**src/design/ppes_params.svh**
```systemverilog
// Constants for the port pull-up and edge-select block
`ifndef PPES_PARAMS_SVH
`define PPES_PARAMS_SVH

`define PPES_SUB_PULLUP    8'h06
`define PPES_SUB_EDGE      8'h08
`define PPES_PULLUP_RESET  8'h00
`define PPES_EDGE_RESET    4'h0
`define PPES_SUB_RESET     8'h00
`define PPES_READ_ZERO     8'h00
`define PPES_EDGE_BITS     4
`define PPES_PINS          8

`endif

```
**src/design/ppes_pkg.sv**
```systemverilog
// Types shared by the port pull-up and edge-select block
`default_nettype none

package ppes_pkg;
    typedef logic [7:0] ppes_byte_t;
endpackage : ppes_pkg

`default_nettype wire

```
**src/design/ppes_edge_det.sv**
```systemverilog
// One interrupt pin: two-stage synchroniser and selectable edge detector
`default_nettype none

module ppes_edge_det (
    // Clock and reset
    input  wire logic i_clock,
    input  wire logic i_resetn,
    // Pin and selection
    input  wire logic i_pin,
    input  wire logic i_rising,
    // Request
    output var  logic o_req
);
    logic meta_q, meta_d;
    logic sync_q, sync_d;
    logic prev_q, prev_d;
    logic req_q,  req_d;

    always_comb begin
        meta_d = i_pin;
        sync_d = meta_q;
        prev_d = sync_q;
        // Rising when selected, else falling
        req_d  = i_rising ? (sync_q & ~prev_q) : (~sync_q & prev_q);
    end

    always_ff @(posedge i_clock) begin
        if (!i_resetn) begin
            meta_q <= 1'b0;
            sync_q <= 1'b0;
            prev_q <= 1'b0;
            req_q  <= 1'b0;
        end else begin
            meta_q <= meta_d;
            sync_q <= sync_d;
            prev_q <= prev_d;
            req_q  <= req_d;
        end
    end

    assign o_req = req_q;
endmodule : ppes_edge_det

`default_nettype wire

```
**src/design/ppes_top.sv**
```systemverilog
// Port pull-up enable and Port A interrupt edge-select subregisters
//
// How it works
// - Writing sub-address 06H to the address register maps control-register accesses to the pull-up bits.
// - The pull-up subregister holds one bit per pin in bits 7 to 0, each for its own pin.
// - A pull-up bit of 0 keeps that pin's weak pull-up off and 1 turns it on.
// - Each set pull-up bit drives its pin's weak pull-up enable output to the pad.
// - The edge-select bits decide the edge at which each Port A interrupt input requests.
// - With sub-address 08H in the address register, control accesses reach the edge-select bits.
// - Edge-select bits 3 to 0 are read-write and bits 7 to 4 read as zero and ignore writes.
// - An edge-select bit of 0 requests on a falling pin edge and 1 on a rising edge.
`include "ppes_params.svh"
`default_nettype none

module ppes_top #(
    parameter int PINS      = `PPES_PINS,
    parameter int EDGE_BITS = `PPES_EDGE_BITS
) (
    // Clock and reset
    input  wire logic                 i_clock,
    input  wire logic                 i_resetn,
    // Port address register access
    input  wire logic                 i_addr_wr,
    input  wire logic [7:0]           i_addr_wdata,
    // Port control register access and address register readback
    input  wire logic                 i_ctl_wr,
    input  wire logic [7:0]           i_ctl_wdata,
    output var  logic [7:0]           o_ctl_rdata,
    output var  logic [7:0]           o_addr_rdata,
    // Pads and interrupt pins
    output var  logic [PINS-1:0]      o_pullup_on_bits,
    input  wire logic [EDGE_BITS-1:0] i_first_port_pin_n,
    output var  logic [EDGE_BITS-1:0] o_irq_req
);
    // ****************************************
    // Subregister state
    // ****************************************
    ppes_pkg::ppes_byte_t     sub_addr_q, sub_addr_d;
    logic [PINS-1:0]          pullup_q, pullup_d;
    logic [EDGE_BITS-1:0]     edge_q, edge_d;
    ppes_pkg::ppes_byte_t     rdata_q, rdata_d;
    logic                     sel_pullup;
    logic                     sel_edge;

    always_comb begin
        sel_pullup = (sub_addr_q == `PPES_SUB_PULLUP);
        sel_edge   = (sub_addr_q == `PPES_SUB_EDGE);
        sub_addr_d = i_addr_wr ? i_addr_wdata : sub_addr_q;
        pullup_d   = pullup_q;
        edge_d     = edge_q;
        if (i_ctl_wr && sel_pullup) begin
            pullup_d = i_ctl_wdata[PINS-1:0];
        end
        if (i_ctl_wr && sel_edge) begin
            edge_d = i_ctl_wdata[EDGE_BITS-1:0];
        end
        // Read data follows the current sub-address; others read zero
        rdata_d = `PPES_READ_ZERO;
        if (sel_pullup) begin
            rdata_d = 8'(pullup_q);
        end else if (sel_edge) begin
            rdata_d = 8'(edge_q);
        end
    end

    always_ff @(posedge i_clock) begin
        if (!i_resetn) begin
            sub_addr_q <= `PPES_SUB_RESET;
            pullup_q   <= `PPES_PULLUP_RESET;
            edge_q     <= `PPES_EDGE_RESET;
            rdata_q    <= `PPES_READ_ZERO;
        end else begin
            sub_addr_q <= sub_addr_d;
            pullup_q   <= pullup_d;
            edge_q     <= edge_d;
            rdata_q    <= rdata_d;
        end
    end

    assign o_ctl_rdata      = rdata_q;
    assign o_addr_rdata     = sub_addr_q;
    // Register drives the pad enables directly, no glitches
    assign o_pullup_on_bits = pullup_q;

    // ****************************************
    // Edge detectors
    // ****************************************
    for (genvar g = 0; g < EDGE_BITS; g++) begin : g_edge
        ppes_edge_det u_det (
            .i_clock  (i_clock),
            .i_resetn (i_resetn),
            .i_pin    (i_first_port_pin_n[g]),
            .i_rising (edge_q[g]),
            .o_req    (o_irq_req[g])
        );
    end
endmodule : ppes_top

`default_nettype wire

```
**config.mk**
```make
export PLATFORM = sky130hd
export DESIGN_NAME = ppes_top
export DESIGN_NICKNAME = d
export VERILOG_FILES = /design/src/design/ppes_pkg.sv /design/src/design/ppes_edge_det.sv /design/src/design/ppes_top.sv
export VERILOG_INCLUDE_DIRS = /design/src /design/src/design
export SDC_FILE = /design/constraint.sdc
export NUM_CORES = 1
export LEC_CHECK = 0
export BUFFER_PORTS_ARGS = -buffer_cell sky130_fd_sc_hd__buf_2
export CORE_MARGIN = 2
export CORE_UTILIZATION = 35
export DETAILED_ROUTE_END_ITERATION = 16
export GPL_ROUTABILITY_DRIVEN = 1
export SLEW_MARGIN = 5
export SYNTH_ARGS = -nofsm -noshare
export SYNTH_HDL_FRONTEND = slang
export SYNTH_SLANG_ARGS = --single-unit
```
**constraint.sdc**
```tcl
create_clock -name i_clock -period 1.6 [get_ports i_clock]
set_input_delay 0.08 -clock i_clock [delete_from_list [all_inputs] [get_ports i_clock]]
set_output_delay 0.08 -clock i_clock [all_outputs]
set_load 0.01 [all_outputs]
```
==> summary.txt, run 1 <==
Async SR Flop Fraction = 0
met3 Usage GRT = 0.0422
top post-synthesis cells by count = 44 x dfxtp_1, 25 x nand2_1, 20 x mux2i_1
Final Skew = 0.00544 ns
Slew headroom = 0.704
share of layout cells above drive strength 1 = 0.328
Leak = 0.987 nW
status = finished clean
GRT Overall Usage = 0.120
top cell type's share of synthesized area = 0.553
Slowest-stage cell, CP = nor4_4
CP Buf/Inv Count = 0
CTS buffer count = 5
Setup Crit Path Kind = flip-flop to flip-flop
critical path's top delay family = simple AND/OR/NAND/NOR gates
CP required = 1.79 ns
input/output buffers = 51
hold crit path type = input pin to flip-flop
Die Y = 71.5 microns
DR WL/cell = 11.4 microns
Top Ports = 52
number of synthesized flops with an enable pin = 0
initial core utilization = 0.363
row cnt = 24
final worst path period share = 0.806
footprint of the multi-input gates = 657 sq um
Root Driver = clkbuf_8
Seq cells post-synth = 44
Ys Warns = 0
Gate Count Post-Synth = 149
CTS Hold Buffers Added = 4
DRC = 0
Most Crowded Layer GR = met2
post-synth net total = 173
Ant. Diodes = 0
P&R area growth vs syn = 28.0%
total die area = 0.00511 sq mm
post-route cell area = 0.00204 sq mm
clock sinks = 44
worst slew pin tran = 0.445 ns
Synth area leaders = dfxtp_1 55%, mux2i_1 13%, and2_1 6.3%, nand2_1 5.9%, nor2b_1 3.1%
WHS = 0.0219 ns
worst skew pair latency = 0.29 ns
syn avg cell area = 10.7 sq um
dominant synthesized flop cell = dfxtp_1
Seq/Total Area, Yosys = 0.553
Cell Area, Synth = 0.00159 sq mm
clock tree from TritonCTS = done
Total Neg Setup Slack = 0 ns
worst ir drop on vdd = 0.000449 V
Post-DP HPWL = 2.14 mm
Core Box Area = 0.00438 sq mm
Post-Route WL = 2.92 mm
# fillers = 407
Vias/cell = 4.37
clk buf depth = 2
global-route met1 utilization = 0.149
unrepaired setup endpoints after global routing = no
GP Congestion = 0.707
max-cap violation count = 0
Final Max Slew Viols = 0
fmax = 0.775 GHz
pre-CTS WS = 0.298 ns
final setup violating endpoints = 0
1st-pass router iterations = 4
P per Cell Area = 1080 mW/mm^2
placed instance count = 244
Power Total = 2.19 mW
Post-Layout Cell Count = 256
worst-path cell chain = nor4_4 -> nand3_2 -> mux2i_1
cell with the most instances after synthesis = dfxtp_1
Arrival @ worst endpoint = 1.48 ns
initial antenna violation count = 0
DRT iter0 DRCs = 34
ANT nets after route = 0
first-pass GRT wire length = 4.75 mm
nets@finish = 227
pin count of the biggest net entering global routing = 30
H-tree levels = 2
setup bufs post-CTS = 0
Crit path largest cell delay = 0.43 ns
clock transition at the registers of the reported paths = 0.08 ns
vias in the first global route = 1,042
total grt overflow = 0
Sequential Area = 881 sq um
maximum fanout along the worst path = 4
CP Capture Type = flip-flop
CP Launch Type = flip-flop
final core occ = 0.465
Vias = 1,118
met2 layer usage reported by global route = 0.187
Horiz. Die Dim = 71.5 microns
Final Worst Setup Slack = 0.310 ns
Post-CTS Resized = 0
Area after DPL = 0.00187 sq mm
min cycle time layout = 1.29 ns
Final Hold Viols = 0
cell taking the most area after synthesis = dfxtp_1
Unique masters post-synth = 18
==> path summary, 6_finish.rpt <==
kind / slack (ns) / cells past startpoint / end / start
max: 0.31 / 3 / edge_q[2] / o_addr_rdata[4]
min: 0.02 / 3 / o_pullup_on_bits[6] / i_ctl_wdata[6]
max reg2reg: 0.31 / 3 / edge_q[2] / o_addr_rdata[4]
min reg2reg: 0.44 / 1 / g_edge[2].u_det.prev_d / g_edge[2].u_det.meta_q
==> layout by cell type, fill, tap and decap left out <==
cell type and count:
nand2_1 25, dfxtp_1 44, mux2i_1 20, nand3_2 1, and2_1 16, dlygate4sd3_1 4
buf_2 51, clkbuf_8 7, bufinv_16 1, a21boi_0 4, and4bb_2 1, a22oi_1 4
nor4b_4 1, nor2_1 8, buf_4 2, nand3b_1 4, nand3_4 1, nor2b_1 8
and3_2 1, nor4_4 1
==> kinds of logic (layout without fill, tap and decap cells) <==
kind of cell	Yosys count	after routing	share of synthesized area
muxes	20	20	0.126
and+or+nand+nor	67	67	0.249
DFF	44	44	0.553
AOI/OAI and AO/OA	8	8	0.0377
buffers and inverters	10	65	0.0346
==> registers in the layout, indices dropped and copies added, names as in the netlist <==
| signal | count |
|---|---|
| g_edge.u_det.o_req | 4 |
| o_pullup_on_bits | 8 |
| g_edge.u_det.prev_q | 4 |
| g_edge.u_det.meta_q | 4 |
| g_edge.u_det.prev_d | 4 |
| o_addr_rdata | 8 |
| edge_q | 4 |
| o_ctl_rdata | 8 |
==> metal layers <==
metal | vias to the layer above | part of all wire
met2 | 28 | 0.46
li1 | 591 | -
met4 | 0 | 0.019
met3 | 8 | 0.064
met5 | - | 0
met1 | 491 | 0.46
==> where the power goes <==
group          total (mW)  internal (mW)  switching (mW)
Clock               0.905          0.550           0.355
Sequential           1.14           1.12          0.0214
Combinational       0.146         0.0771          0.0688
Total                2.19           1.75           0.445
==> worst reg2reg max path, delay by kind of cell, from the launching register on <==
family / cells / cell delay, ns
flip-flops: 1 / 0.34
multiplexers: 1 / 0.17
AND/OR/NAND/NOR: 2 / 0.67
==> layout make-up <==
class / instances / share of cell area
repair buffers: 57 / 0.152
clock inverters: 1 / 0.0147
clock buffers: 7 / 0.0472
multi-input cells: 95 / 0.322
well taps: 52 / 0.0319
flip-flops and latches: 44 / 0.432
No activity file was read; power rests on OpenSTA's default activity.
==> inputs of run 2 (changes only) <==
- ABC_AREA: default -> 1
- clock period: 1.6 -> 1.2 ns (I/O delays scaled with it)
==> run 2 against run 1 <==
Net effect:
- area after synthesis grew 3.2%
- fmax increased by 12%
- first-iteration DRC count is 68% higher
- register-to-register slack got worse by 0.26 ns
- via count increased by 32%
- critical endpoint is now edge_q[3]
- largest power group unchanged
==> summary.txt, run 2 <==
DRC = 0
pin count of the biggest net entering global routing = 25
Die Y = 72.5 microns
syn avg cell area = 7.61 sq um
P_sw = 626 uW
CP Capture Type = flip-flop
Core Box Area = 0.00444 sq mm
Setup Crit Path Kind = flip-flop to flip-flop
clk buf depth = 2
GRT Overall Usage = 0.126
cell taking the most area after synthesis = dfxtp_1
total die area = 0.00526 sq mm
DR WL/cell = 9.93 microns
1st-pass router iterations = 4
Comb power frac = 0.094
Vias = 1,478
most frequent cells in the layout = 51 x buf_2, 39 x nor2_1, 37 x dfxtp_1
reg2reg end = edge_q[3]
post-route cell area = 0.00221 sq mm
Horiz. Die Dim = 72.5 microns
final core occ = 0.497
Final Hold Viols = 0
Top Ports = 52
Root Driver = clkbuf_8
GP Congestion = 0.689
Post-Route WL = 3.29 mm
share of layout cells above drive strength 1 = 0.308
ANT nets after route = 0
switching part of the total = 0.226
Total Neg Setup Slack = 0 ns
nets@finish = 303
most common cell after layout, fill and taps aside = buf_2
Unique masters post-synth = 17
CP required = 1.38 ns
placed instance count = 310
P per Cell Area = 1250 mW/mm^2
Async SR Flop Fraction = 0
final setup violating endpoints = 0
hold endpoint = o_addr_rdata[4]
clock transition at the registers of the reported paths = 0.08 ns
area fraction in compound gates after synthesis = 0.0944
post-synth net total = 240
R2R cell count = 8
DRT iter0 DRCs = 57
Slew headroom = 0.728
Seq/Total Area, Yosys = 0.536
worst ir drop on vdd = 0.000713 V
input/output buffers = 51
status = finished clean
hold depth = 3
Area after DPL = 0.00192 sq mm
XOR/XNOR Fraction of Synth Area = 0
Worst setup startpoint = o_addr_rdata[3]
fmax = 0.869 GHz
part of the power in registers = 0.555
initial core utilization = 0.370
Vias/cell = 4.47
Leak = 1.11 nW
top post-synthesis cells by count = 44 x dfxtp_1, 41 x nor2_1, 39 x nand2_1
simple-gate portion of the synthesized area = 0.245
HP Start = i_addr_wdata[4]
largest family of logic cells by synthesized area = simple AND/OR/NAND/NOR gates
Cell Area, Synth = 0.00164 sq mm
worst slew pin tran = 0.408 ns
total grt overflow = 0
Seq cells post-synth = 44
R2R Setup Slk = 0.05 ns
min cycle time layout = 1.15 ns
clock tree from TritonCTS = done
first-pass GRT wire length = 5.15 mm
Final Skew = 0.00542 ns
cell with the most instances after synthesis = dfxtp_1
row cnt = 24
Clock Power Share = 0.350
max-cap violation count = 0
Post-Layout Cell Count = 331
worst skew pair latency = 0.29 ns
Internal Power = 2.14 mW
Arrival @ worst endpoint = 1.33 ns
hold crit path type = input pin to flip-flop
P&R area growth vs syn = 34.3%
clock sinks = 44
number of synthesized flops with an enable pin = 0
initial antenna violation count = 0
top cell type's share of synthesized area = 0.536
Post-DP HPWL = 2.14 mm
vias in the first global route = 1,237
Ant. Diodes = 0
Adder-Cell Fraction of Synth Area = 0
Synth area leaders = dfxtp_1 54%, nor2_1 9.4%, nand2_1 8.9%, inv_1 7.1%, a21oi_1 5.2%
Final Max Slew Viols = 0
Gate Count Post-Synth = 216
dominant synthesized flop cell = dfxtp_1
Ys Warns = 0
CP Launch Type = flip-flop
worst r2r src = o_addr_rdata[3]
unrepaired setup endpoints after global routing = yes
WHS = 0.0291 ns
H-tree levels = 2
final worst path period share = 0.959
maximum fanout along the worst path = 6
mux contribution to synthesized area = 0
CTS buffer count = 5
-- run 2: through the flow --
step                worst slack [ns]  total power [mW]
floorplan                      0.116              1.70
global placement              0.0706              1.78
detailed placement            0.0466              1.78
CTS                           0.0355              2.78
global route                 -0.0400              2.90
finish                        0.0497              2.77
-- run 2: area by class of cell --
cell class	instances	area [sq um]
tap	52	65.1
timing repair buffer	69	453
fill	443	2240
clock buffer	7	96.3
inverter	32	120
multi-input combinational	127	584
sequential	44	890
-- run 2: metal layers --
layer  up-vias  GRT usage  part of all wire
met3         2     0.0528             0.067
met1       654      0.141              0.45
met4         0     0.0370            0.0021
met2        46      0.218              0.48
li1        776          -                 -
met5         -          0                 0
-- run 2: cell families (layout without fill, tap and decap cells) --
| logic type | Yosys count | in the layout |
|---|---|---|
| and+or+nand+nor | 98 | 98 |
| buffers and inverters | 45 | 108 |
| DFF | 44 | 44 |
| AOI/OAI and AO/OA | 29 | 29 |
-- run 2: worst max-delay path by stage --
stage                               end  slack [ns]  cells after the start
floorplan                     edge_q[3]        0.12                      8
global placement    o_pullup_on_bits[6]        0.07                      7
detailed placement  o_pullup_on_bits[5]        0.05                      7
CTS                 o_pullup_on_bits[5]        0.04                      7
global route                  edge_q[2]       -0.04                      8
finish                        edge_q[3]        0.05                      8
-- run 2: power groups by stage --
| stage | clock (mW) | sequential [mW] | combinational, mW |
|---|---|---|---|
| 2_1_floorplan | 0 | 1.57 | 0.127 |
| 3_3_place_gp | 0 | 1.56 | 0.217 |
| 3_5_place_dp | 0 | 1.57 | 0.216 |
| 4_1_cts | 1.01 | 1.53 | 0.241 |
| 5_1_grt | 1.06 | 1.54 | 0.294 |
| 6_report | 0.970 | 1.54 | 0.261 |
-- run 2: timing repair --
item,CTS,global route
endpoints found under the setup margin,0,20
resized for setup,0,19
setup buffers,0,2
hold buffers,10,0
endpoints found under the hold margin,10,0
-- run 2: critical path: stages, from the launching register on --
cell and delay, ns:
dfxtp_2 0.36, inv_2 0.05, nor2_4 0.10, nand2_2 0.07, nor2_4 0.17, buf_12 0.13
nand3_1 0.06, nand2_1 0.07, nor2_1 0.05
==> inputs of run 3 (changes only) <==
- CELL_PAD_IN_SITES_DETAIL_PLACEMENT: default -> 0
- CELL_PAD_IN_SITES_GLOBAL_PLACEMENT: default -> 2
- CORE_UTILIZATION: 35 -> 27
- PLACE_DENSITY_LB_ADDON: default -> 0.1
==> run 3 against run 2 <==
Net effect:
- register-to-register slack about the same
- fmax down 0.35%
- critical path type unchanged
- flip-flop and latch count unchanged
- highest routed layer unchanged
- count of clock-buffer cells in the layout unchanged
- global-route usage down 0.68 points
- via count down 0.81%
- cell area up 2.9%
==> summary.txt, run 3 (synthesized netlist as in run 2, its figures left out) <==
status = finished clean
ANT nets after route = 0
min cycle time layout = 1.15 ns
CP Launch Type = flip-flop
P&R area growth vs syn = 38.2%
CTS buffer count = 5
input/output buffers = 51
row cnt = 28
placed instance count = 333
Horiz. Die Dim = 82.0 microns
Post-Layout Cell Count = 354
initial core utilization = 0.279
vias in the first global route = 1,347
Root Driver = clkbuf_8
final setup violating endpoints = 0
Ant. Diodes = 0
first-pass GRT wire length = 6.13 mm
Die Y = 82.0 microns
total die area = 0.00673 sq mm
initial antenna violation count = 0
pin count of the biggest net entering global routing = 25
Setup Crit Path Kind = flip-flop to flip-flop
# fillers = 641
GRT Overall Usage = 0.119
Slew headroom = 0.682
Final Skew = 0.00410 ns
clock tree from TritonCTS = done
DRC = 0
most common cell after layout, fill and taps aside = buf_2
H-tree levels = 2
final worst path period share = 0.962
Vias = 1,466
CP required = 1.39 ns
Core Box Area = 0.00589 sq mm
GP Congestion = 0.627
worst ir drop on vdd = 0.000469 V
DR WL/cell = 10.5 microns
nets@finish = 302
Vias/cell = 4.14
total grt overflow = 0
worst slew pin tran = 0.478 ns
Final Hold Viols = 0
Arrival @ worst endpoint = 1.34 ns
clk buf depth = 2
1st-pass router iterations = 3
unrepaired setup endpoints after global routing = yes
Top Ports = 52
Total Neg Setup Slack = 0 ns
fmax = 0.866 GHz
max-cap violation count = 0
DRT iter0 DRCs = 55
Post-DP HPWL = 2.42 mm
share of layout cells above drive strength 1 = 0.319
hold crit path type = input pin to flip-flop
Final Max Slew Viols = 0
clock transition at the registers of the reported paths = 0.08 ns
maximum fanout along the worst path = 6
CP Capture Type = flip-flop
Post-Route WL = 3.73 mm
P per Cell Area = 1230 mW/mm^2
worst skew pair latency = 0.29 ns
most frequent cells in the layout = 51 x buf_2, 39 x nor2_1, 39 x dfxtp_1
Leak = 1.13 nW
clock sinks = 44
==> run 3: repair_timing <==
action | CTS | global route
hold endpoints to repair | 11 | 0
hold buffers | 11 | 0
setup buffers | 0 | 1
gates resized for setup | 0 | 23
endpoints found under the setup margin | 0 | 16
==> run 3: path summary, 6_finish.rpt <==
kind,from,end,slack [ns],depth (start not counted)
max,o_addr_rdata[3],edge_q[0],0.05,8
min,i_addr_wdata[3],o_addr_rdata[3],0.05,3
max reg2reg,o_addr_rdata[3],edge_q[0],0.05,8
min reg2reg,g_edge[2].u_det.meta_q,g_edge[2].u_det.prev_d,0.41,2
==> run 3: layer usage <==
metal	global-route usage	part of all wire	vias to the layer above
met5	0	0	-
met4	0.0500	0.014	0
met3	0.0341	0.059	8
met2	0.187	0.44	35
met1	0.153	0.49	647
li1	-	-	776
==> run 3: cell type report <==
class	count	area [sq um]	area share
flip-flops and latches	44	887	0.390
multi-input cells	127	624	0.275
repair buffers	68	453	0.199
inverters	32	120	0.0529
well taps	75	93.8	0.0413
clock buffers	7	86.3	0.0380
clock inverters	1	7.51	0.00330
==> run 3: report_power, final <==
part / internal (mW) / switching (mW) / leakage, nW / total (mW)
Sequential: 1.51 / 0.0315 / 0.360 / 1.54
Combinational: 0.127 / 0.148 / 0.723 / 0.274
Clock: 0.468 / 0.507 / 0.0445 / 0.975
==> run 3: worst max-delay path, stage by stage, from the launching register on <==
cell and delay (ns):
dfxtp_2 0.35, inv_2 0.05, nor2_4 0.10, nand2_2 0.07
nor2_4 0.18, buf_12 0.14, nand3_2 0.05, nand2_1 0.07
nor2_1 0.04
==> run 3: stage by stage <==
stage / cell area, sq um / setup slack (ns) / hold slack, ns / util / power [mW]
CTS: 2170 / 0.0438 / 0.0446 / 0.368 / 2.81
floorplan: 1640 / 0.116 / 0.158 / - / 1.70
global placement: 1960 / 0.0603 / 0.241 / 0.334 / 1.79
global route: 2270 / -0.0470 / 0.0881 / 0.386 / 2.95
detailed placement: 1960 / 0.0594 / 0.245 / 0.334 / 1.79
finish: 2270 / 0.0457 / 0.0530 / 0.386 / 2.79
